### src/design/usr_pkg.sv
// Purpose: Shared constants and types of the universal shift register block
// Assumes: One 50 MHz system clock, Avalon-MM register slave
// Notes: Variant chosen at build time by a top-level parameter
package usr_pkg;
  localparam int USR_WIDTH = 8;
  localparam int USR_AW = 4;
  localparam int USR_DW = 32;
  localparam int USR_FIFO_DEPTH = 2;
  // Register byte offsets
  localparam logic [USR_AW-1:0] USR_OFS_CTRL = 4'h0;
  localparam logic [USR_AW-1:0] USR_OFS_STATUS = 4'h4;
  localparam logic [USR_AW-1:0] USR_OFS_EDGES = 4'h8;
  // Control fields
  localparam int USR_CTRL_SOFT_CLR = 0;
  localparam int USR_CTRL_ENABLE = 1;
  localparam logic [1:0] USR_CTRL_RESET = 2'h2;
  // Status fields
  localparam int USR_STAT_LEVEL_LSB = 8;
  localparam int USR_STAT_PEND = 10;
  localparam int USR_STAT_CLR = 11;
  localparam logic [USR_WIDTH-1:0] USR_STAGE_RESET = 8'h00;

  typedef enum logic [1:0] {
    USR_MODE_HOLD,
    USR_MODE_RIGHT,
    USR_MODE_LEFT,
    USR_MODE_LOAD
  } usr_mode_e;

  // Pin bundle, all arriving from outside the system clock
  typedef struct packed {
    logic clk_pin;
    logic clock_gate_input;
    logic async_clear_n;
    logic mode_select_high;
    logic mode_select_low;
    logic right_serial_input;
    logic left_serial_input;
    logic shift_or_load_select;
    logic set_input;
    logic hold_input_n;
    logic [USR_WIDTH-1:0] par_data;
  } usr_pins_s;

  localparam int USR_PINS_W = $bits(usr_pins_s);

  typedef struct packed {
    logic read;
    logic write;
    logic [USR_AW-1:0] address;
    logic [USR_DW-1:0] writedata;
    logic [3:0] byteenable;
  } usr_avs_req_s;
endpackage

### src/design/usr_sync.sv
// Purpose: Two-flop synchroniser for a bundle of pin inputs
// Assumes: Bits are quasi-static around the sampled edges
// Notes: First stage is read only by the second
module usr_sync #(
  parameter int W = 1
) (
  input wire logic clk_sys,
  input wire logic rst,
  input wire logic [W-1:0] d_in,
  output logic [W-1:0] d_out
);
  typedef struct packed {
    logic [W-1:0] meta;
    logic [W-1:0] sync;
  } usr_sync_s;

  usr_sync_s st_r;
  usr_sync_s st_nxt;

  always_comb begin
    st_nxt.meta = d_in;
    st_nxt.sync = st_r.meta;
  end

  always_ff @(posedge clk_sys) begin
    if (rst) begin
      st_r <= '0;
    end else begin
      st_r <= st_nxt;
    end
  end

  assign d_out = st_r.sync;
endmodule

### src/design/usr_fifo2.sv
// Purpose: Two-entry buffer with valid/ready on both sides
// Assumes: Same clock on both sides
// Notes: Ready on the fill side drops when both entries hold data
module usr_fifo2 #(
  parameter int W = 8
) (
  input wire logic clk_sys,
  input wire logic rst,
  input wire logic in_valid,
  output logic in_ready,
  input wire logic [W-1:0] in_data,
  output logic out_valid,
  input wire logic out_ready,
  output logic [W-1:0] out_data,
  output logic [1:0] level
);
  typedef struct packed {
    logic [W-1:0] head;
    logic [W-1:0] tail;
    logic [1:0] count;
  } usr_fifo_s;

  usr_fifo_s st_r;
  usr_fifo_s st_nxt;
  logic push;
  logic pop;

  assign in_ready = (st_r.count != 2'h2);
  assign out_valid = (st_r.count != 2'h0);
  assign out_data = st_r.head;
  assign level = st_r.count;
  assign push = in_valid & in_ready;
  assign pop = out_valid & out_ready;

  always_comb begin
    st_nxt = st_r;
    if (pop) begin
      st_nxt.head = st_r.tail;
    end
    if (push) begin
      if (st_r.count == 2'h0 || (st_r.count == 2'h1 && pop)) begin
        st_nxt.head = in_data;
      end else begin
        st_nxt.tail = in_data;
      end
    end
    st_nxt.count = st_r.count + {1'b0, push} - {1'b0, pop};
  end

  always_ff @(posedge clk_sys) begin
    if (rst) begin
      st_r <= '0;
    end else begin
      st_r <= st_nxt;
    end
  end
endmodule

### src/design/usr_shift_top.sv
// Purpose: Eight-stage universal shift register, two build variants
// Assumes: Device clock arrives as a pin and is sampled on clk_sys
// Notes: Every new register value is streamed out through a buffer, unless a clear overwrites it while its push is stalled
//
// Our own choices: register access over Avalon-MM and the register addresses.
module usr_shift_top
  import usr_pkg::*;
#(
  parameter bit GATED_VARIANT = 1'b0
) (
  input wire logic clk_sys,
  input wire logic rst,
  input wire usr_pkg::usr_pins_s pins,
  output logic [usr_pkg::USR_WIDTH-1:0] stage_out,
  output logic first_stage_output,
  output logic last_stage_output,
  output logic str_valid,
  input wire logic str_ready,
  output logic [usr_pkg::USR_WIDTH-1:0] str_data,
  input wire usr_pkg::usr_avs_req_s avs_req,
  output logic [usr_pkg::USR_DW-1:0] avs_readdata,
  output logic avs_waitrequest
);
  import usr_pkg::*;

  typedef struct packed {
    logic [USR_WIDTH-1:0] stage;
    logic prev_clk;
    logic pend;
    logic push;
    logic [1:0] ctrl;
    logic ack;
    logic [USR_DW-1:0] rdata;
    logic [USR_DW-1:0] edges;
    logic [1:0] settle;
  } usr_main_s;

  usr_main_s st_r;
  usr_main_s st_nxt;
  usr_pins_s ps;
  logic fifo_ready;
  logic [1:0] fifo_level;
  logic eff_clk;
  logic rise;
  logic clear;
  logic event_req;
  logic do_step;
  logic req;

  function automatic logic [USR_WIDTH-1:0] step_bidir(
    input logic [USR_WIDTH-1:0] q,
    input usr_mode_e mode,
    input logic sr,
    input logic sl,
    input logic [USR_WIDTH-1:0] d
  );
    logic [USR_WIDTH-1:0] r;
    r = q;
    case (mode)
      USR_MODE_LOAD: r = d;
      USR_MODE_RIGHT: r = {q[USR_WIDTH-2:0], sr};
      USR_MODE_LEFT: r = {sl, q[USR_WIDTH-1:1]};
      default: r = q;
    endcase
    return r;
  endfunction

  function automatic logic [USR_WIDTH-1:0] step_gated(
    input logic [USR_WIDTH-1:0] q,
    input logic shift,
    input logic set_in,
    input logic hold_n,
    input logic [USR_WIDTH-1:0] d
  );
    logic [USR_WIDTH-1:0] r;
    logic first;
    r = d;
    first = set_in ? (hold_n ? 1'b1 : ~q[0]) : (hold_n ? q[0] : 1'b0);
    if (shift) begin
      r = {q[USR_WIDTH-2:0], first};
    end
    return r;
  endfunction

  // Pins and device clock come from outside; same latency keeps data aligned
  usr_sync #(
    .W(USR_PINS_W)
  ) u_sync (
    .clk_sys(clk_sys),
    .rst(rst),
    .d_in(pins),
    .d_out(ps)
  );

  usr_fifo2 #(
    .W(USR_WIDTH)
  ) u_fifo (
    .clk_sys(clk_sys),
    .rst(rst),
    .in_valid(st_r.push),
    .in_ready(fifo_ready),
    .in_data(st_r.stage),
    .out_valid(str_valid),
    .out_ready(str_ready),
    .out_data(str_data),
    .level(fifo_level)
  );

  // Either input high holds the combined clock high, so edges come from the other
  assign eff_clk = GATED_VARIANT ? (ps.clk_pin | ps.clock_gate_input) : ps.clk_pin;
  assign rise = eff_clk & ~st_r.prev_clk;
  // Synchroniser shows zeros just after reset; its clear level is not real yet
  assign clear = (st_r.settle[1] & ~ps.async_clear_n) | st_r.ctrl[USR_CTRL_SOFT_CLR];
  assign event_req = (rise | st_r.pend) & st_r.ctrl[USR_CTRL_ENABLE];
  // A stalled push into a full buffer defers the edge; inputs are then taken when it executes
  assign do_step = event_req & ~(st_r.push & ~fifo_ready);
  assign req = avs_req.read | avs_req.write;

  always_comb begin
    st_nxt = st_r;
    // Clock already high at reset is no edge
    st_nxt.prev_clk = eff_clk | ~st_r.settle[1];
    st_nxt.settle = {st_r.settle[0], 1'b1};
    st_nxt.push = st_r.push & ~fifo_ready;
    if (clear) begin
      st_nxt.stage = USR_STAGE_RESET;
      st_nxt.pend = 1'b0;
      st_nxt.push = (st_r.stage != USR_STAGE_RESET) | st_nxt.push;
    end else begin
      st_nxt.pend = event_req & ~do_step;
      if (do_step) begin
        st_nxt.push = 1'b1;
        st_nxt.edges = st_r.edges + 32'h0000_0001;
        if (GATED_VARIANT) begin
          st_nxt.stage = step_gated(st_r.stage, ps.shift_or_load_select,
                                    ps.set_input, ps.hold_input_n, ps.par_data);
        end else begin
          st_nxt.stage = step_bidir(st_r.stage,
                                    usr_mode_e'({ps.mode_select_high, ps.mode_select_low}),
                                    ps.right_serial_input, ps.left_serial_input,
                                    ps.par_data);
        end
      end
    end
    // Register slave: one wait cycle, then answer
    st_nxt.ack = req & ~st_r.ack;
    if (req && !st_r.ack) begin
      st_nxt.rdata = '0;
      if (avs_req.address == USR_OFS_CTRL) begin
        st_nxt.rdata[1:0] = st_r.ctrl;
      end else if (avs_req.address == USR_OFS_STATUS) begin
        st_nxt.rdata[USR_WIDTH-1:0] = st_r.stage;
        st_nxt.rdata[USR_STAT_LEVEL_LSB+1:USR_STAT_LEVEL_LSB] = fifo_level;
        st_nxt.rdata[USR_STAT_PEND] = st_r.pend;
        st_nxt.rdata[USR_STAT_CLR] = clear;
      end else if (avs_req.address == USR_OFS_EDGES) begin
        st_nxt.rdata = st_r.edges;
      end else begin
        st_nxt.rdata = '0;
      end
    end
    if (avs_req.write && st_r.ack && avs_req.byteenable[0]) begin
      if (avs_req.address == USR_OFS_CTRL) begin
        st_nxt.ctrl = avs_req.writedata[1:0];
      end else if (avs_req.address == USR_OFS_EDGES) begin
        st_nxt.edges = '0;
      end
    end
  end

  always_ff @(posedge clk_sys) begin
    if (rst) begin
      st_r <= '0;
      st_r.ctrl <= USR_CTRL_RESET;
      st_r.stage <= USR_STAGE_RESET;
    end else begin
      st_r <= st_nxt;
    end
  end

  // Raw clear pin masks outputs so clearing does not wait for the synchroniser;
  // synced clear covers the gap until the flops are zero. Clear needs two cycles.
  assign stage_out = st_r.stage & {USR_WIDTH{pins.async_clear_n & ps.async_clear_n}};
  assign first_stage_output = stage_out[0];
  assign last_stage_output = stage_out[USR_WIDTH-1];
  assign avs_readdata = st_r.rdata;
  assign avs_waitrequest = req & ~st_r.ack;
endmodule

### config.mk
export PLATFORM = sky130hd
export DESIGN_NAME = usr_shift_top
export DESIGN_NICKNAME = d
export VERILOG_FILES = /design/src/design/usr_pkg.sv /design/src/design/usr_sync.sv /design/src/design/usr_fifo2.sv /design/src/design/usr_shift_top.sv
export SDC_FILE = /design/constraint.sdc
export NUM_CORES = 1
export LEC_CHECK = 0
export ABC_AREA = 1
export BUFFER_PORTS_ARGS = -buffer_cell sky130_fd_sc_hd__buf_2
export CORE_MARGIN = 2
export CORE_UTILIZATION = 32
export CTS_CLUSTER_SIZE = 25
export DETAILED_ROUTE_END_ITERATION = 8
export PLACE_DENSITY_LB_ADDON = 0.1
export SLEW_MARGIN = 20
export SYNTH_ARGS = -nofsm -noshare
export SYNTH_HDL_FRONTEND = slang
export SYNTH_SLANG_ARGS = --single-unit
### constraint.sdc
create_clock -name clk_sys -period 3.7 [get_ports clk_sys]
set_clock_uncertainty 0.05 [all_clocks]
set_input_delay 0.74 -clock clk_sys [delete_from_list [all_inputs] [get_ports clk_sys]]
set_output_delay 0.74 -clock clk_sys [all_outputs]
set_load 0.01 [all_outputs]
==> results of run 1 <==
-- worst min-delay path, delay by kind of cell (launching register included) --
family	cells	cell delay, ps
flip-flops	1	290
buffers and inverters	1	40
AND/OR/NAND/NOR	1	30
-- kinds of logic (layout without fill, tap and decap cells) --
group                      after synthesis  after routing
xor gates and xnor gates                 6              6
AOI/OAI and AO/OA                      142            142
adders and majority gates                6              6
DFF                                    126            126
and+or+nand+nor                        370            370
buffers and inverters                  183            227
muxes                                    2              2
-- through the flow --
stage / hold WS, ps / cells
2_1_floorplan: 338 / 835
3_3_place_gp: 339 / 1077
3_5_place_dp: 343 / 1077
4_1_cts: 352 / 1108
5_1_grt: 371 / 1108
6_report: 349 / 1108
-- worst paths after layout --
path | start | endpoint | slack, ps | depth (start not counted)
max | avs_req[40] | avs_waitrequest | 1320 | 5
min | st_nxt[1] | st_r[1] | 350 | 2
max reg2reg | u_fifo.level[1] | u_fifo.level[1] | 1480 | 10
min reg2reg | st_nxt[1] | st_r[1] | 350 | 2
-- cell type report --
cell class / count / area [µm²]
fill: 1919 / 11300
inverter: 112 / 420
tap: 229 / 287
sequential: 126 / 2520
clock buffer: 19 / 453
timing repair buffer: 84 / 438
clock inverter: 12 / 113
multi-input combinational: 526 / 2470
-- routing by layer --
layer / global-route usage, % / wire length [µm] / vias up
met5: 0 / 0 / -
met4: 5.26 / 191 / 0
met3: 4.03 / 604 / 14
met2: 26.2 / 6950 / 92
met1: 20.7 / 7270 / 2194
li1: - / - / 2673
-- sequential cells by signal (all words and copies together), names as in the netlist --
register and cells:
st_nxt 1, u_sync.d_out 14, u_fifo.out_data 8, u_fifo.st_r 8
u_sync.st_nxt 14, st_r 47, avs_readdata 32, u_fifo.level 2
-- cells in the final DEF (no fill, tap or decap), types with 4 or more instances in the layout --
master     count
nor2_2         5
clkbuf_16     17
o21ai_0       63
nor2_1       124
nand2_1      171
nand3_1       36
buf_2         77
nor3_1         4
xor2_1         6
buf_4          7
a31oi_1        9
nand3b_1       5
inv_2          6
o21ai_1        4
inv_1        105
ha_1           6
nand4_1       14
a21oi_1       50
dfxtp_1      126
clkinv_4       4
o22ai_1       12
-- power groups by stage --
stage	Sequential, mW	Clock, mW	Combinational [mW]
final	1.43	1.61	0.272
after global routing	1.44	1.71	0.320
after CTS	1.44	1.65	0.280
after detailed placement	1.47	0	0.279
after global placement	1.46	0	0.280
after floorplan	1.46	0	0.214
==> impl_summary.log, run 1 <==
[metrics] share of the synthesized area in compound gates (AO/OA/AOI/OAI): 12.9%
[metrics] largest net degree at the start of global routing: 47
[metrics] area fraction in and, or, nand and nor cells after synthesis: 26.6%
[metrics] top cell types by occurrence after synthesis: nand2_1, dfxtp_1, nor2_1, inv_1, o21ai_0
[metrics] # port buffers: 77
[metrics] post-synthesis average cell area: 7.02 µm²
[metrics] Final nets: 936
[metrics] initial core utilization: 32.7%
[metrics] final standard cell area without fillers: 6700 µm²
[metrics] most common cell in the netlist: nand2_1
[metrics] Syn. warnings: 0
[metrics] post-synth top area cell: dfxtp_1
[metrics] transition time of the tightest slew-check pin: 878 ps
[metrics] Clk pin slew, worst setup/hold paths: 60 ps
[metrics] Routed Antenna Nets: 0
[metrics] Final Util: 37.3%
[metrics] global placer's final weighted congestion: 0.812
[metrics] fraction of the mapped netlist area in adder cells: 1.28%
[metrics] Post-DP HPWL: 10,400 µm
[metrics] power share of the sequential group: 43.3%
[metrics] final worst slack: 1320 ps
[metrics] proportion of synthesized chip area in sequential cells: 43.0%
[metrics] horizontal die dimension: 139 µm
[metrics] setup TNS: 0 ps
[metrics] top cell family by delay on the critical path: buffers and inverters
[metrics] number of remaining DRC errors: 0
[metrics] relative contribution of combinational cells to total power: 8.2%
[metrics] clock network latency to the later pin of the worst-skew pair: 420 ps
[metrics] CTS Root Cell: clkbuf_16
[metrics] core area: 18,000 µm²
[metrics] number of clock buffers inserted by TritonCTS: 17
[metrics] worst max-slew margin expressed relative to the limit: 41.4%
[metrics] ys flop type: dfxtp_1
[metrics] sequence of cells on the critical path: buf_2 -> o21ai_1 -> buf_4 -> inv_2 -> buf_2
[metrics] #FFs+latches synth: 126
[metrics] overall via count from detail_route: 4,973
[metrics] number of flops mapped to enable cells by yosys: 0
[metrics] share of Yosys cell area claimed by the top area cell type: 43.0%
[metrics] Max-Cap Viols: 0
[metrics] run status: complete, no violations
[metrics] largest family of logic cells by synthesized area: simple AND/OR/NAND/NOR gates
[metrics] Final Setup Violations: 0
[metrics] total number of clock tree sinks: 126
[metrics] fin crit share: 64.2%
[metrics] overall power after layout: 3.31 mW
[metrics] initial antenna violation count: 0
[metrics] Final Critical Period: 2380 ps
[metrics] cell type with the highest occurrence count on the critical path: buf_2
[metrics] final hold vios: 0
[metrics] cell area reported after detailed placement: 6130 µm²
[metrics] summed instance area of the synthesized netlist: 5870 µm²
[metrics] slowest stage cell on the critical path: inv_2
[metrics] max-slew violation count: 0
[metrics] Setup Slack @ Placement: 1200 ps
[metrics] wire length per cell: 13.6 µm
[metrics] total grt overflow: 0
[metrics] fraction of registers with async set or reset after synthesis: 0%
[metrics] Sw Ratio: 25.8%
[metrics] Worst Setup Start Kind: primary input
[metrics] setup repair after global routing missed its margin: no
[metrics] multiplexer fraction of the synthesized cell area: 0.341%
[metrics] internal power: 2.46 mW
[metrics] synthesis-to-finish area growth: 14.2%
[metrics] reported leakage power: 2.79 nW
[metrics] drt total wl: 15,000 µm
[metrics] CTS tree: yes
[metrics] FP Rows: 49
[metrics] share of post-route cells with drive strength above 1: 15.2%
[metrics] y dimension of the die: 139 µm
[metrics] Pwr Density: 495 nW/µm²
[metrics] Synthesized Nets: 904
[metrics] # H-tree levels: 4
[metrics] wire length of the first global-routing pass: 24,400 µm
[metrics] maximum root-to-sink buffer count: 2
[metrics] count of TritonRoute iterations in the first routing pass: 5
[metrics] element type at the critical path end: output pin
[metrics] library cells used by synthesis: 33
[metrics] crit path max fanout: 20
[metrics] switching pwr: 0.856 mW
[metrics] number of global-route vias before repair: 4,611
[metrics] xor and xnor area share after synthesis: 0.896%
[metrics] data arrival time at the worst-slack endpoint: 1590 ps
[metrics] kind of critical path: primary input to output pin
[metrics] number of standard cells after synthesis: 835
[metrics] number of top-level design ports: 115
[metrics] Area contributors post-synth: dfxtp_1, nand2_1, nor2_1
[metrics] worst path bufs/invs: 4
[metrics] antenna diode instance count: 0
[metrics] delay contributed by the slowest stage of the critical path: 300 ps
[metrics] Die ar.: 19,400 µm²
[metrics] number of buffers inserted for hold repair after clock tree synthesis: 0
[metrics] post_cts resized: 0
[metrics] Critical Path RT: 2910 ps
[metrics] IR Drop Worst-Case VDD: 0.000333 V
[metrics] Fmax: 421 MHz
[metrics] DRC marker count from the first detailed-route iteration: 279
[metrics] number of setup buffers added after CTS: 0
[metrics] drt via density: 4.49
[metrics] Clk pwr share: 48.5%
[metrics] GRT Overall Usage: 16.0%
[metrics] worst min-delay path class: flop to flop
Note: power is estimated with default switching activity, not from simulation.
==> run 2, diff against run 1 <==
- ABC_AREA: 1 -> 0
- clock period: 3.7 -> 2.03 ns (I/O delays scaled with it)
==> run 2 against run 1 <==
  * Clock power grew 98%
  * Synthesized cell count shrank 23%
  * Routed wire length shrank 6.0%
  * Register-to-register slack lost 1400 ps
  * Critical endpoint is now st_r[29]
  * Largest cell class is now multi-input gates
  * Highest routed layer unchanged
==> impl_summary.log, run 2 <==
[metrics] wire length of the first global-routing pass: 23,000 µm
[metrics] transition time of the tightest slew-check pin: 497 ps
[metrics] Fmax: 510 MHz
[metrics] number of top-level design ports: 115
[metrics] data arrival time at the worst-slack endpoint: 2260 ps
[metrics] placed insts: 924
[metrics] number of clock buffers inserted by TritonCTS: 17
[metrics] largest net degree at the start of global routing: 66
[metrics] total length of routed met2 wires: 6580 µm
[metrics] kind of critical path: flop to flop
[metrics] number of remaining DRC errors: 0
[metrics] most common cell in the netlist: dfxtp_1
[metrics] core area: 17,200 µm²
[metrics] Die ar.: 18,700 µm²
[metrics] worst max-slew margin expressed relative to the limit: 66.4%
[metrics] Final nets: 788
[metrics] Post-Layout Cell Count: 957
[metrics] global placer's final weighted congestion: 0.792
[metrics] top cell types by occurrence after synthesis: dfxtp_1, nor2_1, a21oi_1, buf_4, nand2_1
[metrics] # port buffers: 77
[metrics] number of buffers inserted for hold repair after clock tree synthesis: 0
[metrics] Worst Setup Start Kind: flop
[metrics] CTS Root Cell: clkbuf_16
[metrics] FP Rows: 48
[metrics] # H-tree levels: 4
[metrics] Routed Antenna Nets: 0
[metrics] fin crit share: 96.7%
[metrics] DRC marker count from the first detailed-route iteration: 250
[metrics] post-synthesis average cell area: 8.74 µm²
[metrics] overall via count from detail_route: 4,592
[metrics] antenna diode instance count: 0
[metrics] met3 routed wirelength: 598 µm
[metrics] final hold vios: 0
[metrics] Area contributors post-synth: dfxtp_1, buf_4, a21oi_1
[metrics] max-slew violation count: 0
[metrics] Pwr Density: 896 nW/µm²
[metrics] fraction of registers with async set or reset after synthesis: 0%
[metrics] ys flop type: dfxtp_1
[metrics] overall power after layout: 6.24 mW
[metrics] most flop-heavy register: st_r
[metrics] total grt overflow: 0
[metrics] drt via density: 4.80
[metrics] IR Drop Worst-Case VDD: 0.000555 V
[metrics] count of TritonRoute iterations in the first routing pass: 4
[metrics] crit path max fanout: 4
[metrics] final worst slack: 67.7 ps
[metrics] proportion of synthesized chip area in sequential cells: 44.8%
[metrics] number of flip-flops under the largest register name: 47
[metrics] summed instance area of the synthesized netlist: 5630 µm²
[metrics] number of global-route vias before repair: 4,402
[metrics] drt total wl: 14,100 µm
[metrics] setup repair after global routing missed its margin: yes
[metrics] Clk pin slew, worst setup/hold paths: 60 ps
[metrics] horizontal die dimension: 137 µm
[metrics] post-synth top area cell: dfxtp_1
[metrics] number of standard cells after synthesis: 644
[metrics] wire length per cell: 14.7 µm
[metrics] initial antenna violation count: 0
[metrics] share of Yosys cell area claimed by the top area cell type: 44.8%
[metrics] number of flops mapped to enable cells by yosys: 0
[metrics] CTS tree: yes
[metrics] Setup Slack @ Placement: 72.7 ps
[metrics] Max-Cap Viols: 0
[metrics] Critical Path RT: 2330 ps
[metrics] # fillers: 1,731
[metrics] detailed-routing wirelength on met1: 6790 µm
[metrics] total number of clock tree sinks: 126
[metrics] Synthesized Nets: 713
[metrics] synthesis-to-finish area growth: 23.8%
[metrics] Final Critical Period: 1960 ps
[metrics] element type at the critical path end: flop
[metrics] most used cells in the layout excluding fill and tap cells: dfxtp_1, buf_2, nor2_1
[metrics] uppermost routed layer: met4
[metrics] run status: complete, no violations
[metrics] #FFs+latches synth: 126
[metrics] Final Setup Violations: 0
[metrics] Syn. warnings: 0
[metrics] initial core utilization: 32.7%
[metrics] library cells used by synthesis: 50
[metrics] worst min-delay path class: primary input to flop
[metrics] reported leakage power: 2.91 nW
[metrics] y dimension of the die: 137 µm
[metrics] share of post-route cells with drive strength above 1: 25.8%
[metrics] GRT Overall Usage: 16.0%
[metrics] maximum root-to-sink buffer count: 2
[metrics] commonest non-fill, non-tap cell in the layout: dfxtp_1
[metrics] clock network latency to the later pin of the worst-skew pair: 410 ps
[metrics] Post-DP HPWL: 10,200 µm
## run 2: report_power, final
| group | leakage [nW] | switching [mW] | internal (mW) |
|---|---|---|---|
| Combinational | 1.60 | 0.296 | 0.217 |
| Sequential | 1.02 | 0.0195 | 2.52 |
| Clock | 0.285 | 1.13 | 2.05 |
| Total | 2.91 | 1.45 | 4.79 |
## run 2: cell type report
class                           instances  area (µm²)  share of cell area (%)
Clock inverter                         14         193                    2.77
Clock buffer                           18         429                    6.16
Sequential cell                       126        2520                    36.2
Tap cell                              225         282                    4.04
Timing Repair Buffer                  140         908                    13.0
Inverter                               16        60.1                   0.862
Multi-Input combinational cell        418        2570                    36.9
## run 2: cell families (layout without fill, tap and decap cells)
logic type	count (synthesis)	after routing	share of synthesized area, %
adder cells (fa/ha/maj)	6	6	1.33
buffers and inverters	100	188	9.69
multiplexers	20	20	3.56
AND/OR/NAND/NOR	251	251	24.1
XOR/XNOR	13	13	2.02
AO/OA/AOI/OAI	128	128	14.5
flip-flops	126	126	44.8
## run 2: timing repair
action / CTS / global route
setup endpoints to repair: 0 / 5
buffers inserted: 0 / 1
resized for setup: 0 / 4
## run 2: final timing paths
kind | startpoint | endpoint | slack, ps | cells after the start
max | st_r[20] | st_r[29] | 70 | 4
min reg2reg | u_sync.st_nxt[12] | u_sync.d_out[12] | 380 | 1
min | pins[2] | u_sync.st_nxt[2] | 150 | 2
max reg2reg | st_r[20] | st_r[29] | 70 | 4
## run 2: stage by stage
stage               area [µm²]  util [%]  setup TNS, ps  hold slack (ps)
floorplan                 5630         -              0              350
global placement          6330      36.7              0              371
CTS                       6950      40.3              0              125
finish                    6970      40.4              0              147
detailed placement        6330      36.7              0              373
global route              6970      40.4          -10.2              127
## run 2: critical path: stages (launching register included)
cell and delay, ps:
dfxtp_1 360, nand4_1 220, or4b_4 620, or4_1 510, a21oi_1 140
## run 2: metal layers
layer	vias up	GRT usage, %
met2	78	25.2
met3	13	4.22
li1	2369	-
met1	2132	21.4
met5	-	0
met4	0	5.09
==> run 3, diff against run 2 <==
- RECOVER_POWER: not set -> 25
==> run 3 against run 2 <==
  * Hold slack about the same
  * Final cell count unchanged
  * Register-to-register slack about the same
  * Critical endpoint unchanged
  * Largest power group unchanged
==> impl_summary.log, run 3 (same netlist as run 2, synthesis figures left out) <==
[metrics] slowest stage cell on the critical path: or4b_4
[metrics] reported leakage power: 2.86 nW
[metrics] max-slew violation count: 0
[metrics] peak-usage layer in the global routing report: met2
[metrics] # fillers: 1,737
[metrics] delay contributed by the slowest stage of the critical path: 620 ps
[metrics] Pwr Density: 898 nW/µm²
[metrics] Die ar.: 18,700 µm²
[metrics] number of flip-flops under the largest register name: 47
[metrics] Fmax: 509 MHz
[metrics] Setup Slack @ Placement: 72.7 ps
[metrics] number of remaining DRC errors: 0
[metrics] drt via density: 4.81
[metrics] overall via count from detail_route: 4,607
[metrics] FF-to-FF End: st_r[29]
[metrics] placed insts: 924
[metrics] maximum root-to-sink buffer count: 2
[metrics] Final Setup Violations: 0
[metrics] y dimension of the die: 137 µm
[metrics] core area: 17,200 µm²
[metrics] final worst slack: 64.3 ps
[metrics] top cell family by delay on the critical path: simple AND/OR/NAND/NOR gates
[metrics] IR Drop Worst-Case VDD: 0.000554 V
[metrics] largest net degree at the start of global routing: 66
[metrics] cell area reported after detailed placement: 6330 µm²
[metrics] Max-Cap Viols: 0
[metrics] total grt overflow: 0
[metrics] Final Critical Period: 1970 ps
[metrics] DRC marker count from the first detailed-route iteration: 253
[metrics] most used cells in the layout excluding fill and tap cells: dfxtp_1, nor2_1, buf_2
[metrics] setup slack of the worst register-to-register path: 60 ps
[metrics] horizontal die dimension: 137 µm
[metrics] sequence of cells on the critical path: nand4_1 -> or4b_4 -> or4_1 -> a21oi_1
[metrics] final standard cell area without fillers: 6940 µm²
[metrics] Critical Path RT: 2330 ps
[metrics] startpoint of the most critical register-to-register path: st_r[20]
[metrics] Worst setup endpoint: st_r[29]
[metrics] # H-tree levels: 4
[metrics] worst max-slew margin expressed relative to the limit: 37.5%
[metrics] initial antenna violation count: 0
[metrics] timing startpoint of the critical path: st_r[20]
[metrics] final hold vios: 0
[metrics] transition time of the tightest slew-check pin: 937 ps
[metrics] Worst Setup Start Kind: flop
[metrics] Post-Layout Cell Count: 957
[metrics] met3 usage in global routing: 4.22%
[metrics] clock network latency to the later pin of the worst-skew pair: 410 ps
[metrics] kind of critical path: flop to flop
[metrics] data arrival time at the worst-slack endpoint: 2260 ps
[metrics] fin crit share: 96.8%
[metrics] # port buffers: 77
[metrics] setup TNS: 0 ps
[metrics] count of TritonRoute iterations in the first routing pass: 5
[metrics] synthesis-to-finish area growth: 23.3%
[metrics] setup repair after global routing missed its margin: yes
[metrics] Clk pin slew, worst setup/hold paths: 60 ps
[metrics] element type at the critical path end: flop
[metrics] drt total wl: 14,100 µm
[metrics] number of top-level design ports: 115
[metrics] total number of clock tree sinks: 126
[metrics] antenna diode instance count: 0
[metrics] share of post-route cells with drive strength above 1: 24.5%
[metrics] CTS tree: yes
[metrics] commonest non-fill, non-tap cell in the layout: dfxtp_1
[metrics] most flop-heavy register: st_r
[metrics] met1 global-route usage: 21.4%
[metrics] depth of the worst register-to-register path: 4
[metrics] number of buffers inserted for hold repair after clock tree synthesis: 0
[metrics] wire length of the first global-routing pass: 23,000 µm
[metrics] run status: complete, no violations
[metrics] Routed Antenna Nets: 0
[metrics] worst min-delay path class: primary input to flop
[metrics] crit path max fanout: 4
[metrics] Final nets: 788
[metrics] number of global-route vias before repair: 4,402
[metrics] initial core utilization: 32.7%
[metrics] worst path bufs/invs: 0
[metrics] global placer's final weighted congestion: 0.792
[metrics] number of clock buffers inserted by TritonCTS: 17
[metrics] GRT Overall Usage: 16.0%
[metrics] CTS Root Cell: clkbuf_16
[metrics] number of logic stages on the critical path including buffering: 4
[metrics] Post-DP HPWL: 10,200 µm
[metrics] smallest hold slack: 147 ps
[metrics] FP Rows: 48
[metrics] global-route track usage on met2: 25.2%
[metrics] wire length per cell: 14.8 µm
==> run 3: cell count changes in the layout (fill, tap and decap cells not counted), sizes merged <==
cell / before / now
buf: 140 / 130
clkbuf: 18 / 28
==> run 3: final cells by class <==
class | count | area (µm²) | area share, %
multi-input cells | 418 | 2570 | 37.0
flip-flops and latches | 126 | 2520 | 36.4
repair buffers | 140 | 885 | 12.7
clock buffers | 18 | 429 | 6.18
well taps | 225 | 282 | 4.05
clock inverters | 14 | 193 | 2.78
inverters | 16 | 60.1 | 0.865
==> run 3: report_power, final <==
part / internal, mW / total (mW) / leakage [nW] / switching, mW
combinational: 0.214 / 0.510 / 1.56 / 0.296
sequential: 2.52 / 2.54 / 1.02 / 0.0195
clock: 2.05 / 3.18 / 0.285 / 1.13
total: 4.79 / 6.24 / 2.86 / 1.45
==> run 3: metrics by stage <==
step / util (%) / total power, mW
after global placement: 36.7 / 3.11
after detailed placement: 36.7 / 3.12
after floorplan: - / 2.92
after global routing: 40.3 / 6.49
after CTS: 40.3 / 6.33
final: 40.3 / 6.24
==> run 3: what timing repair did <==
item	4_1_cts	5_1_grt
resized for setup	0	4
endpoints found under the hold margin	0	0
endpoints found under the setup margin	0	5
buffers inserted	0	1
==> run 3: worst min path at each step <==
stage | endpoint | depth (start not counted) | start | slack [ps]
CTS | u_sync.st_nxt[6] | 2 | pins[6] | 120
global placement | u_sync.d_out[3] | 1 | u_sync.st_nxt[3] | 370
floorplan | st_r[71] | 1 | st_r[1] | 350
finish | u_sync.st_nxt[2] | 2 | pins[2] | 150
global route | u_sync.st_nxt[4] | 2 | pins[4] | 130
detailed placement | u_sync.d_out[1] | 1 | u_sync.st_nxt[1] | 370
==> run 3: per-layer routing <==
| layer | vias up | part of all wire, % |
|---|---|---|
| met2 | 83 | 47 |
| met1 | 2143 | 48 |
| met5 | - | 0 |
| li1 | 2368 | - |
| met4 | 0 | 1.0 |
| met3 | 13 | 4.7 |
